===== config.mk =====
export PLATFORM = sky130hd
export DESIGN_NAME = ppp_port
export DESIGN_NICKNAME = d
export VERILOG_FILES = /design/src/pkg/ppp_pkg.sv /design/src/core/ppp_buf2.sv /design/src/core/ppp_port.sv
export VERILOG_INCLUDE_DIRS = /design/src /design/src/pkg
export SDC_FILE = /design/constraint.sdc
export NUM_CORES = 1
export LEC_CHECK = 0
export BUFFER_PORTS_ARGS = -buffer_cell sky130_fd_sc_hd__buf_4
export CORE_UTILIZATION = 35
export CTS_BUF_LIST = sky130_fd_sc_hd__clkbuf_8
export CTS_CLUSTER_DIAMETER = 80
export CTS_CLUSTER_SIZE = 30
export DETAILED_ROUTE_END_ITERATION = 12
export PLACE_DENSITY = 0.54
export SYNTH_ARGS = -nofsm -noshare
export SYNTH_HDL_FRONTEND = slang
export SYNTH_SLANG_ARGS = --single-unit

===== constraint.sdc =====
create_clock -name mclk_i -period 11.2 [get_ports mclk_i]
set_input_delay 0.56 -clock mclk_i [delete_from_list [all_inputs] [get_ports mclk_i]]
set_output_delay 0.56 -clock mclk_i [all_outputs]
set_load 0.01 [all_outputs]

===== src/pkg/ppp_map.svh =====
// Purpose: Named codes, addresses, reset values and timing for the parallel programming port.
// Assumes: Included by bare name wherever the codes are needed; 125 MHz system clock.
// Notes: Pin-level encodings are kept exactly as the programmer drives them.
// Notes on behaviour
// - Signature space holds calibration bytes: 3V at 0x0001, 5V at 0x0003.
// - Every reset copies the 3V calibration byte into the oscillator calibration register.
// - Flash pages: 64 words (word in PC[5:0]) small parts, 128 words largest.
// - EEPROM pages: 4 bytes (EEA[1:0]) small parts, 8 bytes largest part.
// - Ready/busy is low during erase or programming, high when ready.
// - Data bus is driven only while output enable is low.
// - A write or output-enable low pulse runs the last loaded command.
// - Strobe action code: 00 address, 01 data, 10 command, 11 nothing.
// - Byte-select bits choose address, data, fuse or fuse/lock byte.
// - Command bytes decode to erase, writes and reads as listed.
// - Select pins stable 100ns after high voltage, or entry fails.
// - Command and address registers persist across operations.
// - Chip erase clears flash, EEPROM, then locks; fuses untouched.
// - Programmed EEPROM-preserve fuse keeps EEPROM through chip erase.
// - Erase: load command 1000 0000, write pulse starts it, busy until done.
// - Page-load pulse with byte-select low bit high latches data into page buffer.
// - Loading command 0000 0000 resets write signals and ends page programming.
`ifndef PPP_MAP_SVH
`define PPP_MAP_SVH
`define PPP_CMD_NOOP 8'h00
`define PPP_CMD_ERASE 8'h80
`define PPP_CMD_WR_FUSE 8'h40
`define PPP_CMD_WR_LOCK 8'h20
`define PPP_CMD_WR_FLASH 8'h10
`define PPP_CMD_WR_EEP 8'h11
`define PPP_CMD_RD_SIG 8'h08
`define PPP_CMD_RD_FUSE 8'h04
`define PPP_CMD_RD_FLASH 8'h02
`define PPP_CMD_RD_EEP 8'h03
`define PPP_ACT_ADDR 2'h0
`define PPP_ACT_DATA 2'h1
`define PPP_ACT_CMD 2'h2
`define PPP_ACT_IDLE 2'h3
`define PPP_BS_LOW 2'h0
`define PPP_BS_HIGH 2'h1
`define PPP_BS_EXT 2'h2
`define PPP_CAL3V_ADDR 24'h000001
`define PPP_CAL5V_ADDR 24'h000003
`define PPP_OSC_CALIBRATION_REG_RST 8'h00
`define PPP_ENTRY_TOGGLES 3'h6
`define PPP_CLK_NS 8
`define PPP_STABLE_NS 100
`define PPP_STABLE_CYC ((`PPP_STABLE_NS + `PPP_CLK_NS - 1) / `PPP_CLK_NS)
`define PPP_PULSE_NS 250
`define PPP_FLASH_WB_SMALL 6
`define PPP_FLASH_WB_LARGE 7
`define PPP_EEP_WB_SMALL 2
`define PPP_EEP_WB_LARGE 3
`endif


===== src/pkg/ppp_pkg.sv =====
// Purpose: Types shared by the parallel programming port, its memory model and bench.
// Assumes: Codes come from ppp_map.svh.
// Notes: Memory requests travel as one packed struct.
`include "ppp_map.svh"
package ppp_pkg;
  typedef enum logic [3:0] {
    OP_RD_FLASH, OP_RD_EEP, OP_RD_SIG, OP_RD_FUSE,
    OP_LOAD_FLASH, OP_LOAD_EEP, OP_PROG_FLASH, OP_PROG_EEP,
    OP_WR_FUSE, OP_WR_LOCK, OP_ERASE_FLASH, OP_ERASE_EEP, OP_CLEAR_LOCK
  } ppp_op_t;

  typedef struct packed {
    ppp_op_t op;
    logic [1:0] sel;
    logic [23:0] page;
    logic [7:0] word;
    logic [15:0] data;
  } ppp_req_t;

  typedef struct packed {
    logic rst_low;
    logic hv;
    logic strobe;
    logic [1:0] act;
    logic bs_hi;
    logic bs_lo;
    logic page_load;
    logic wr_n;
    logic oe_n;
    logic [7:0] data;
  } ppp_pins_t;

  // Reads wait for returned data rather than a completion pulse.
  function automatic logic ppp_is_read(ppp_op_t op);
    return op inside {OP_RD_FLASH, OP_RD_EEP, OP_RD_SIG, OP_RD_FUSE};
  endfunction

  // Page-buffer loads complete as soon as the buffer takes them.
  function automatic logic ppp_is_load(ppp_op_t op);
    return op inside {OP_LOAD_FLASH, OP_LOAD_EEP};
  endfunction
endpackage


===== src/core/ppp_buf2.sv =====
// Purpose: Two-entry buffer between the programming port and the memory controller.
// Assumes: Both sides on mclk_i; head entry always sits in out_data_o.
// Notes: A stall by the memory side fills it, then in_ready_o drops.
module ppp_buf2 #(
  parameter int W = 8
) (
  input wire logic mclk_i,
  input wire logic rst_i,
  input wire logic in_valid_i,
  output logic in_ready_o,
  input wire logic [W-1:0] in_data_i,
  output logic out_valid_o,
  input wire logic out_ready_i,
  output logic [W-1:0] out_data_o
);
  logic [1:0] count;
  logic [W-1:0] slot1;
  logic [1:0] next_count;
  wire logic push = in_valid_i & in_ready_o;
  wire logic pop = out_valid_o & out_ready_i;

  // Occupancy after this cycle's push and pop.
  assign in_ready_o = (count != 2'h2);
  assign next_count = 2'(count + {1'b0, push} - {1'b0, pop});

  // Head stays in a flop so the output never passes through a mux.
  always_ff @(posedge mclk_i or posedge rst_i) begin
    if (rst_i) begin
      count <= 2'h0;
      out_valid_o <= 1'b0;
      out_data_o <= '0;
      slot1 <= '0;
    end else begin
      count <= next_count;
      out_valid_o <= (next_count != 2'h0);
      if (pop) begin
        out_data_o <= (count == 2'h2) ? slot1 : in_data_i;
      end else if (count == 2'h0) begin
        out_data_o <= in_data_i;
      end
      if (push && ((count == 2'h1 && !pop) || (count == 2'h2 && pop))) begin
        slot1 <= in_data_i;
      end
    end
  end
endmodule


===== src/core/ppp_port.sv =====
// Purpose: Device side of the parallel programming port: entry, loading, commands, busy.
// Assumes: Pins are asynchronous to mclk_i; memory controller shares mclk_i.
// Notes: All memory work is requested through a two-entry buffer.
`include "ppp_map.svh"
module ppp_port #(
  parameter bit LARGE_PART = 1'b0
) (
  input wire logic mclk_i,
  input wire logic rst_i,
  input wire logic rst_pin_low_i,
  input wire logic rst_pin_hv_i,
  input wire logic load_strobe_i,
  input wire logic action_select_0_i,
  input wire logic action_select_1_i,
  input wire logic byte_select_lo_i,
  input wire logic byte_select_hi_i,
  input wire logic page_load_strobe_i,
  input wire logic wr_n_i,
  input wire logic oe_n_i,
  input wire logic [7:0] data_i,
  output logic [7:0] data_o,
  output logic data_oe_o,
  output logic ready_busy_out_o,
  output logic prog_mode_o,
  output logic [7:0] osc_calibration_reg_o,
  input wire logic eeprom_preserve_fuse_n_i,
  output ppp_pkg::ppp_req_t mem_req_o,
  output logic mem_valid_o,
  input wire logic mem_ready_i,
  input wire logic mem_done_i,
  input wire logic mem_rvalid_i,
  input wire logic [7:0] mem_rdata_i
);
  import ppp_pkg::*;

  localparam int FWB = LARGE_PART ? `PPP_FLASH_WB_LARGE : `PPP_FLASH_WB_SMALL;
  localparam int EWB = LARGE_PART ? `PPP_EEP_WB_LARGE : `PPP_EEP_WB_SMALL;
  localparam int STAB_CYC = `PPP_STABLE_CYC;

  typedef enum logic [2:0] {
    S_CAL_ISSUE, S_CAL_WAIT, S_IDLE, S_ISSUE, S_WAIT_DONE, S_WAIT_READ
  } ppp_state_t;

  ppp_state_t state, next_state;
  ppp_req_t pend, next_pend;
  ppp_pins_t pins_raw, pins_m, pins_s, pins_d;
  logic [23:0] addr;
  logic [7:0] cmd, data_lo, data_hi;
  logic page_open;
  logic [2:0] tog_cnt;
  logic stab_run;
  logic [4:0] stab_cnt;
  ppp_op_t wr_op, rd_op;
  logic wr_ok, rd_ok;
  ppp_req_t wr_req, rd_req, pl_req;
  logic [23:0] next_addr;
  logic next_busy;
  logic u_buf_ready;

  // Index bits of a page for the memory an operation touches.
  function automatic int unsigned word_bits(ppp_op_t op);
    if (op inside {OP_RD_FLASH, OP_LOAD_FLASH, OP_PROG_FLASH}) begin
      return FWB;
    end
    if (op inside {OP_RD_EEP, OP_LOAD_EEP, OP_PROG_EEP}) begin
      return EWB;
    end
    return 0;
  endfunction

  // Split an address into page and word; higher bits pick the page.
  function automatic ppp_req_t mk_req(ppp_op_t op, logic [1:0] sel, logic [23:0] a,
                                      logic [15:0] d);
    ppp_req_t r;
    int unsigned wb;
    wb = word_bits(op);
    r.op = op;
    r.sel = sel;
    r.page = a >> wb;
    r.word = 8'(a & ((24'h000001 << wb) - 24'h000001));
    r.data = d;
    return r;
  endfunction

  // Replace one address byte chosen by the byte-select pair.
  function automatic logic [23:0] set_byte(logic [23:0] a, logic [1:0] bs, logic [7:0] d);
    logic [23:0] r;
    r = a;
    unique case (bs)
      `PPP_BS_LOW: r[7:0] = d;
      `PPP_BS_HIGH: r[15:8] = d;
      `PPP_BS_EXT: r[23:16] = d;
      default: r = a;
    endcase
    return r;
  endfunction

  // Every pin is asynchronous, so all pass two flops; pins_d only feeds edge detection.
  assign pins_raw = '{rst_low: rst_pin_low_i, hv: rst_pin_hv_i, strobe: load_strobe_i,
                      act: {action_select_1_i, action_select_0_i},
                      bs_hi: byte_select_hi_i, bs_lo: byte_select_lo_i,
                      page_load: page_load_strobe_i, wr_n: wr_n_i, oe_n: oe_n_i,
                      data: data_i};

  always_ff @(posedge mclk_i or posedge rst_i) begin
    if (rst_i) begin
      pins_m <= '0;
      pins_s <= '0;
      pins_d <= '0;
    end else begin
      pins_m <= pins_raw;
      pins_s <= pins_m;
      pins_d <= pins_s;
    end
  end

  // Edge events and pin groups, all taken from synchronised copies.
  wire logic strobe_rise = pins_s.strobe & ~pins_d.strobe;
  wire logic pl_rise = pins_s.page_load & ~pins_d.page_load;
  wire logic wr_fall = ~pins_s.wr_n & pins_d.wr_n;
  wire logic oe_fall = ~pins_s.oe_n & pins_d.oe_n;
  wire logic hv_rise = pins_s.hv & ~pins_d.hv;
  wire logic bs_change = (pins_s.bs_lo != pins_d.bs_lo) || (pins_s.bs_hi != pins_d.bs_hi);
  wire logic [1:0] bsel = {pins_s.bs_hi, pins_s.bs_lo};
  wire logic [3:0] en_pins = {pins_s.page_load, pins_s.act, pins_s.bs_lo};
  wire logic stab_done = stab_run && (stab_cnt == 5'(STAB_CYC - 1));

  // Entry needs six strobes under low reset, then select pins held at zero after the
  // high voltage arrives; any wiggle in that window aborts and demands a fresh attempt.
  always_ff @(posedge mclk_i or posedge rst_i) begin
    if (rst_i) begin
      tog_cnt <= 3'h0;
      stab_run <= 1'b0;
      stab_cnt <= 5'h00;
      prog_mode_o <= 1'b0;
    end else if (!pins_s.hv) begin
      stab_run <= 1'b0;
      prog_mode_o <= 1'b0;
      if (pins_s.rst_low && strobe_rise && tog_cnt != `PPP_ENTRY_TOGGLES) begin
        tog_cnt <= tog_cnt + 3'h1;
      end
    end else if (hv_rise) begin
      stab_run <= (tog_cnt == `PPP_ENTRY_TOGGLES) && (en_pins == 4'h0);
      stab_cnt <= 5'h00;
    end else if (stab_run) begin
      if (en_pins != 4'h0) begin
        stab_run <= 1'b0;
        tog_cnt <= 3'h0;
      end else if (stab_done) begin
        stab_run <= 1'b0;
        prog_mode_o <= 1'b1;
        tog_cnt <= 3'h0;
      end else begin
        stab_cnt <= stab_cnt + 5'h01;
      end
    end
  end

  // Command decode into memory operations.
  assign wr_op = (cmd == `PPP_CMD_ERASE) ? OP_ERASE_FLASH :
                 (cmd == `PPP_CMD_WR_FUSE) ? OP_WR_FUSE :
                 (cmd == `PPP_CMD_WR_LOCK) ? OP_WR_LOCK :
                 (cmd == `PPP_CMD_WR_EEP) ? OP_PROG_EEP : OP_PROG_FLASH;
  assign wr_ok = (cmd inside {`PPP_CMD_ERASE, `PPP_CMD_WR_FUSE, `PPP_CMD_WR_LOCK}) ||
                 ((cmd inside {`PPP_CMD_WR_FLASH, `PPP_CMD_WR_EEP}) && page_open);
  assign rd_op = (cmd == `PPP_CMD_RD_SIG) ? OP_RD_SIG :
                 (cmd == `PPP_CMD_RD_FUSE) ? OP_RD_FUSE :
                 (cmd == `PPP_CMD_RD_EEP) ? OP_RD_EEP : OP_RD_FLASH;
  assign rd_ok = cmd inside {`PPP_CMD_RD_SIG, `PPP_CMD_RD_FUSE, `PPP_CMD_RD_EEP,
                             `PPP_CMD_RD_FLASH};
  assign wr_req = mk_req(wr_op, bsel, addr, {8'h00, data_lo});
  assign rd_req = mk_req(rd_op, bsel, addr, 16'h0000);
  assign pl_req = mk_req((cmd == `PPP_CMD_WR_EEP) ? OP_LOAD_EEP : OP_LOAD_FLASH, bsel, addr,
                         {data_hi, data_lo});
  assign next_addr = set_byte(addr, bsel, pins_s.data);

  // Requests are taken only in programming mode and only when idle.
  wire logic idle_on = prog_mode_o && (state == S_IDLE);
  wire logic take_wr = idle_on && wr_fall && wr_ok;
  wire logic take_rd = idle_on && !take_wr && rd_ok &&
                       (oe_fall || (!pins_s.oe_n && bs_change));
  wire logic take_pl = idle_on && !take_wr && !take_rd && pl_rise && pins_s.bs_lo &&
                       (cmd inside {`PPP_CMD_WR_FLASH, `PPP_CMD_WR_EEP});
  wire logic prog_taken = take_wr && (wr_op inside {OP_PROG_FLASH, OP_PROG_EEP});

  // Strobe loads; command and address persist until the programmer reloads them.
  always_ff @(posedge mclk_i or posedge rst_i) begin
    if (rst_i) begin
      addr <= 24'h000000;
      cmd <= `PPP_CMD_NOOP;
      data_lo <= 8'h00;
      data_hi <= 8'h00;
      page_open <= 1'b0;
    end else begin
      if (prog_mode_o && strobe_rise) begin
        unique case (pins_s.act)
          `PPP_ACT_ADDR: addr <= next_addr;
          `PPP_ACT_DATA: begin
            if (pins_s.bs_lo) begin
              data_hi <= pins_s.data;
            end else begin
              data_lo <= pins_s.data;
            end
          end
          `PPP_ACT_CMD: cmd <= pins_s.data;
          `PPP_ACT_IDLE: ;
        endcase
      end
      if (take_pl) begin
        page_open <= 1'b1;
      end else if (prog_taken ||
                   (prog_mode_o && strobe_rise && pins_s.act == `PPP_ACT_CMD &&
                    pins_s.data == `PPP_CMD_NOOP)) begin
        page_open <= 1'b0;
      end
    end
  end

  // Sequencer; chip erase chains flash, optional EEPROM, then lock clear.
  always_comb begin
    next_state = state;
    next_pend = pend;
    unique case (state)
      S_CAL_ISSUE: if (u_buf_ready) next_state = S_CAL_WAIT;
      S_CAL_WAIT: if (mem_rvalid_i) next_state = S_IDLE;
      S_IDLE: begin
        if (take_wr) begin
          next_pend = wr_req;
          next_state = S_ISSUE;
        end else if (take_rd) begin
          next_pend = rd_req;
          next_state = S_ISSUE;
        end else if (take_pl) begin
          next_pend = pl_req;
          next_state = S_ISSUE;
        end
      end
      S_ISSUE: begin
        if (u_buf_ready) begin
          next_state = ppp_is_read(pend.op) ? S_WAIT_READ :
                       ppp_is_load(pend.op) ? S_IDLE : S_WAIT_DONE;
        end
      end
      S_WAIT_DONE: begin
        if (mem_done_i) begin
          next_state = S_ISSUE;
          if (pend.op == OP_ERASE_FLASH) begin
            next_pend.op = eeprom_preserve_fuse_n_i ? OP_ERASE_EEP : OP_CLEAR_LOCK;
          end else if (pend.op == OP_ERASE_EEP) begin
            next_pend.op = OP_CLEAR_LOCK;
          end else begin
            next_state = S_IDLE;
          end
        end
      end
      S_WAIT_READ: if (mem_rvalid_i) next_state = S_IDLE;
    endcase
  end

  assign next_busy = (next_state == S_WAIT_DONE) ||
                     (next_state == S_ISSUE && !ppp_is_read(next_pend.op) &&
                      !ppp_is_load(next_pend.op));

  // Reset leaves a signature read of the 3V calibration byte queued.
  always_ff @(posedge mclk_i or posedge rst_i) begin
    if (rst_i) begin
      state <= S_CAL_ISSUE;
      pend <= '{op: OP_RD_SIG, sel: `PPP_BS_LOW, page: `PPP_CAL3V_ADDR, word: 8'h00,
                data: 16'h0000};
      ready_busy_out_o <= 1'b1;
    end else begin
      state <= next_state;
      pend <= next_pend;
      ready_busy_out_o <= !next_busy;
    end
  end

  // Returned bytes; the bus is driven only while output enable is low.
  always_ff @(posedge mclk_i or posedge rst_i) begin
    if (rst_i) begin
      osc_calibration_reg_o <= `PPP_OSC_CALIBRATION_REG_RST;
      data_o <= 8'h00;
      data_oe_o <= 1'b0;
    end else begin
      if (state == S_CAL_WAIT && mem_rvalid_i) osc_calibration_reg_o <= mem_rdata_i;
      if (state == S_WAIT_READ && mem_rvalid_i) data_o <= mem_rdata_i;
      data_oe_o <= prog_mode_o && !pins_s.oe_n;
    end
  end

  ppp_buf2 #(.W($bits(ppp_req_t))) u_buf (
    .mclk_i(mclk_i),
    .rst_i(rst_i),
    .in_valid_i(state == S_ISSUE || state == S_CAL_ISSUE),
    .in_ready_o(u_buf_ready),
    .in_data_i(pend),
    .out_valid_o(mem_valid_o),
    .out_ready_i(mem_ready_i),
    .out_data_o(mem_req_o)
  );
endmodule


==> flow_summary_export.csv <==
group,metric,value,unit
die,die_y,191,um
die,die_x,191,um
logic_synthesis,synth_area,12400,sq um
final_layout,post_route_cells_drive_above_1_share,0.250,
global_routing,grt_overflow,0,
logic_synthesis,synth-seq-area-share,0.580,
drt,vias,8963,
clock_network,post_cts_buffers,0,
global_routing,grt_antenna_before_repair,0,
timing,hold_viol,0,
clock_network,cts_root_buf,"clkbuf_8",
pwr,p_total,2.83,mW
clock_network,cts.clk_slew.worst_paths,160,ps
logic_synthesis,synth_fa_ha_area_frac,0.00805,
place,post_dp_cell_area,13600,sq um
critical_path,endpoint_kind,"flop",
logic_synthesis,synth_top_area_frac,0.573,
final_layout,diodes,0,
final_layout,synthToLayoutAreaGrowth,13.0,%
pwr,max-vdd-ir-drop,0.135,mV
critical_path,path_class,"flop to flop",
die,io_pins,106,
die,initial_core_util,0.358,
final_layout,nFillCells,3357,
logic_synthesis,synthTopCellsByArea,"dfrtp_1 (57%), mux2_2 (11%), nand2_1 (4.1%), a21oi_1 (3.7%), o32ai_1 (3.3%)",
drt,drt_wl_total,32600,um
logic_synthesis,synth_edf_count,0,
logic_synthesis,yosys_warnings,0,
drt,wl_per_cell,20.1,um
timing,rsz0062_at_grt,"false",
clock_network,insertion_delay,580,ps
timing,slew_viol_final,0,
timing,setup_viol,0,
drt,drt-initial-drc-count,725,
job,drv_cap,0,
clock_network,cts.htree.levels,1,
clock_network,cts_buffers,16,
logic_synthesis,synth_flop_cell,"dfrtp_1",
clock_network,ctsResizeCount,0,
die,die_area,36300,sq um
global_routing,grt_max_degree,178,
timing,worstMarginPinSlew,1070,ps
critical_path,path_buf_inv,2,
critical_path,cp_max_fo,53,
timing,fmax,298,MHz
global_routing,grt_pass1_wl,52400,um
place,portBuffers,105,
logic_synthesis,syn_nets,1126,
logic_synthesis,synth-simple-area-share,0.101,
drt,ant_nets,0,
critical_path,rrSetupSlack,7850,ps
logic_synthesis,syn_inst,1086,
critical_path,r2r-end,"u_buf.slot1[18]",
timing,max-slew-margin-rel,0.286,
drt,viasPerCell,5.54,
timing,period_share,0.299,
drt,first_pass_iters,5,
logic_synthesis,synth.distinct_cells,76,
final_layout,fin_cells,1618,
worst_hold_path,hold_path_depth,1,
critical_path,slowest_stage,"clkinv_2",
logic_synthesis,ys_seq_elements,288,
timing,fin_setup_tns,0,ps
global_routing,track_usage,0.183,
place,placed_cells,1591,
die,core,34800,sq um
logic_synthesis,synth_xor_area_frac,0.0112,
drt,drc_errors,0,
clock_network,cts.path.max_buffers,3,
worst_hold_path,hold_class,"input port to flop",
critical_path,crit_arrival,3820,ps
timing,clock_skew,35.1,ps
critical_path,worst-endpoint-required,11660,ps
worst_hold_path,holdPathEnd,"pins_m[16]",
die,rows,68,
critical_path,worstReg2RegStart,"u_buf.out_valid_o",
critical_path,r2r.worst_path.cells,5,
clock_network,cts_tree,"yes",
place,hpwl,21500,um
logic_synthesis,synth_compound_area_frac,0.163,
critical_path,cp_cell_sequence,"nand2_1, clkinv_2, nor4b_2, buf_4, mux2_2",
logic_synthesis,synth-async-reset-ratio,1.00,
critical_path,critPathTopFamily,"buffers and inverters",
logic_synthesis,synth_top_family_by_area,"compound AO/OA/AOI/OAI gates",
run_status,status,"completed",
critical_path,start_kind,"flop",
critical_path,slowest_delay,750,ps
logic_synthesis,avgSynthCellArea,11.5,sq um
pwr,power_density,201,nW/um^2
clock_network,clock_sinks,288,
global_routing,grt_pass1_vias,8842,
timing,finalCriticalPeriod,3350,ps
place,place_congestion,0.875,
final_layout,final_nets,1194,
logic_synthesis,yosys.area.top_type,"dfrtp_1",
final_layout,design_area,14100,sq um
pwr,p_leak,6.42,nW
clock_network,hold_buffers,0,
logic_synthesis,muxShareOfSynthArea,0.109,
worst_hold_path,holdCritStartpoint,"rst_pin_hv_i",
## Yosys cell counts (all sizes together), types with 5 or more instances
cell type  count
a21o           7
a21oi         91
a221oi        13
a31oi          5
and3           7
buf           19
clkbuf        49
dfrtp        285
ha             8
inv           15
mux2         119
nand2        136
nand2b         5
nand3         24
nand4          9
nor2          46
nor2b          5
nor3           8
nor4           8
o21a           5
o21ai         34
o22ai         61
o32ai         47
or2            5
xnor2          6
xor2           9
## worst max path at each step
stage	start	end	slack, ps	cells after the start
6_report	u_buf.out_valid_o	u_buf.slot1[18]	7850	5
5_1_grt	u_buf.out_valid_o	u_buf.slot1[18]	7640	5
4_1_cts	u_buf.out_valid_o	u_buf.slot1[50]	7830	5
3_5_place_dp	mem_ready_i	u_buf.slot1[3]	7570	6
3_3_place_gp	mem_ready_i	u_buf.slot1[5]	7610	6
2_1_floorplan	rst_i	addr[0]	2700	1
## cell families (layout without fill, tap and decap cells)
| family | after synthesis | count (layout) |
|---|---|---|
| compound gates | 302 | 302 |
| mux | 121 | 121 |
| buf+inv | 83 | 160 |
| xor+xnor | 15 | 15 |
| fa+ha+maj | 8 | 8 |
| simple gates | 269 | 269 |
| flops | 288 | 288 |
## layout make-up
type                    instances  area, sq um  share of cell area
flip-flops and latches        288         7210               0.513
clock buffers                  18          248              0.0176
well taps                     455          569              0.0405
multi-input cells             715         4900               0.349
inverters                      15         65.1             0.00463
repair buffers                118          898              0.0639
clock inverters                 9          160              0.0114
## per-stage QoR
step	hold slack [ps]	util	setup slack, ps
after global routing	48.5	0.404	7640
after global placement	333	0.392	7610
after CTS	49.9	0.404	7830
after floorplan	331	-	2700
after detailed placement	335	0.392	7570
final	94.7	0.404	7850
## per-layer routing
layer  track usage  vias up  part of all wire
met4        0.0360        0             0.017
met3        0.0221       31             0.039
met2         0.287      210              0.46
met1         0.273     4586              0.48
met5             0        -                 0
li1              -     4136                 -
## cell usage in the layout (no fill, tap or decap), types with 18 or more instances in the layout
cell,n
a21oi_1,91
nand3_1,23
dfrtp_1,284
mux2_2,118
o21ai_0,33
clkbuf_8,18
nand2_1,134
o32ai_1,47
o22ai_1,61
buf_4,117
nor2_1,45
## worst register-to-register path, delay by kind of cell (launching register included)
kind                   cells  cell delay, ps
muxes                      1             480
and+or+nand+nor            2             900
buffers and inverters      2            1460
DFF                        1             410
## where the power goes
group / total [mW] / switching [mW] / leakage [nW] / internal [mW]
clock network: 0.557 / 0.363 / 0.196 / 0.195
registers: 1.34 / 0.150 / 3.77 / 1.19
logic: 0.924 / 0.500 / 2.45 / 0.424
total: 2.83 / 1.01 / 6.42 / 1.81
## state kept, by name (all words and copies together) (netlist names), 3 cells and up
| register | flops |
|---|---|
| en_pins | 3 |
| tog_cnt | 3 |
| u_buf.slot1 | 54 |
| data_o | 8 |
| osc_calibration_reg_o | 8 |
| pins_s | 13 |
| data_hi | 8 |
| u_buf.out_data_o | 54 |
| cmd | 8 |
| pend | 54 |
| pins_m | 18 |
| stab_cnt | 5 |
| state | 3 |
| data_lo | 8 |
| addr | 24 |
| pins_d | 7 |
(Power assumes the default switching activity.)
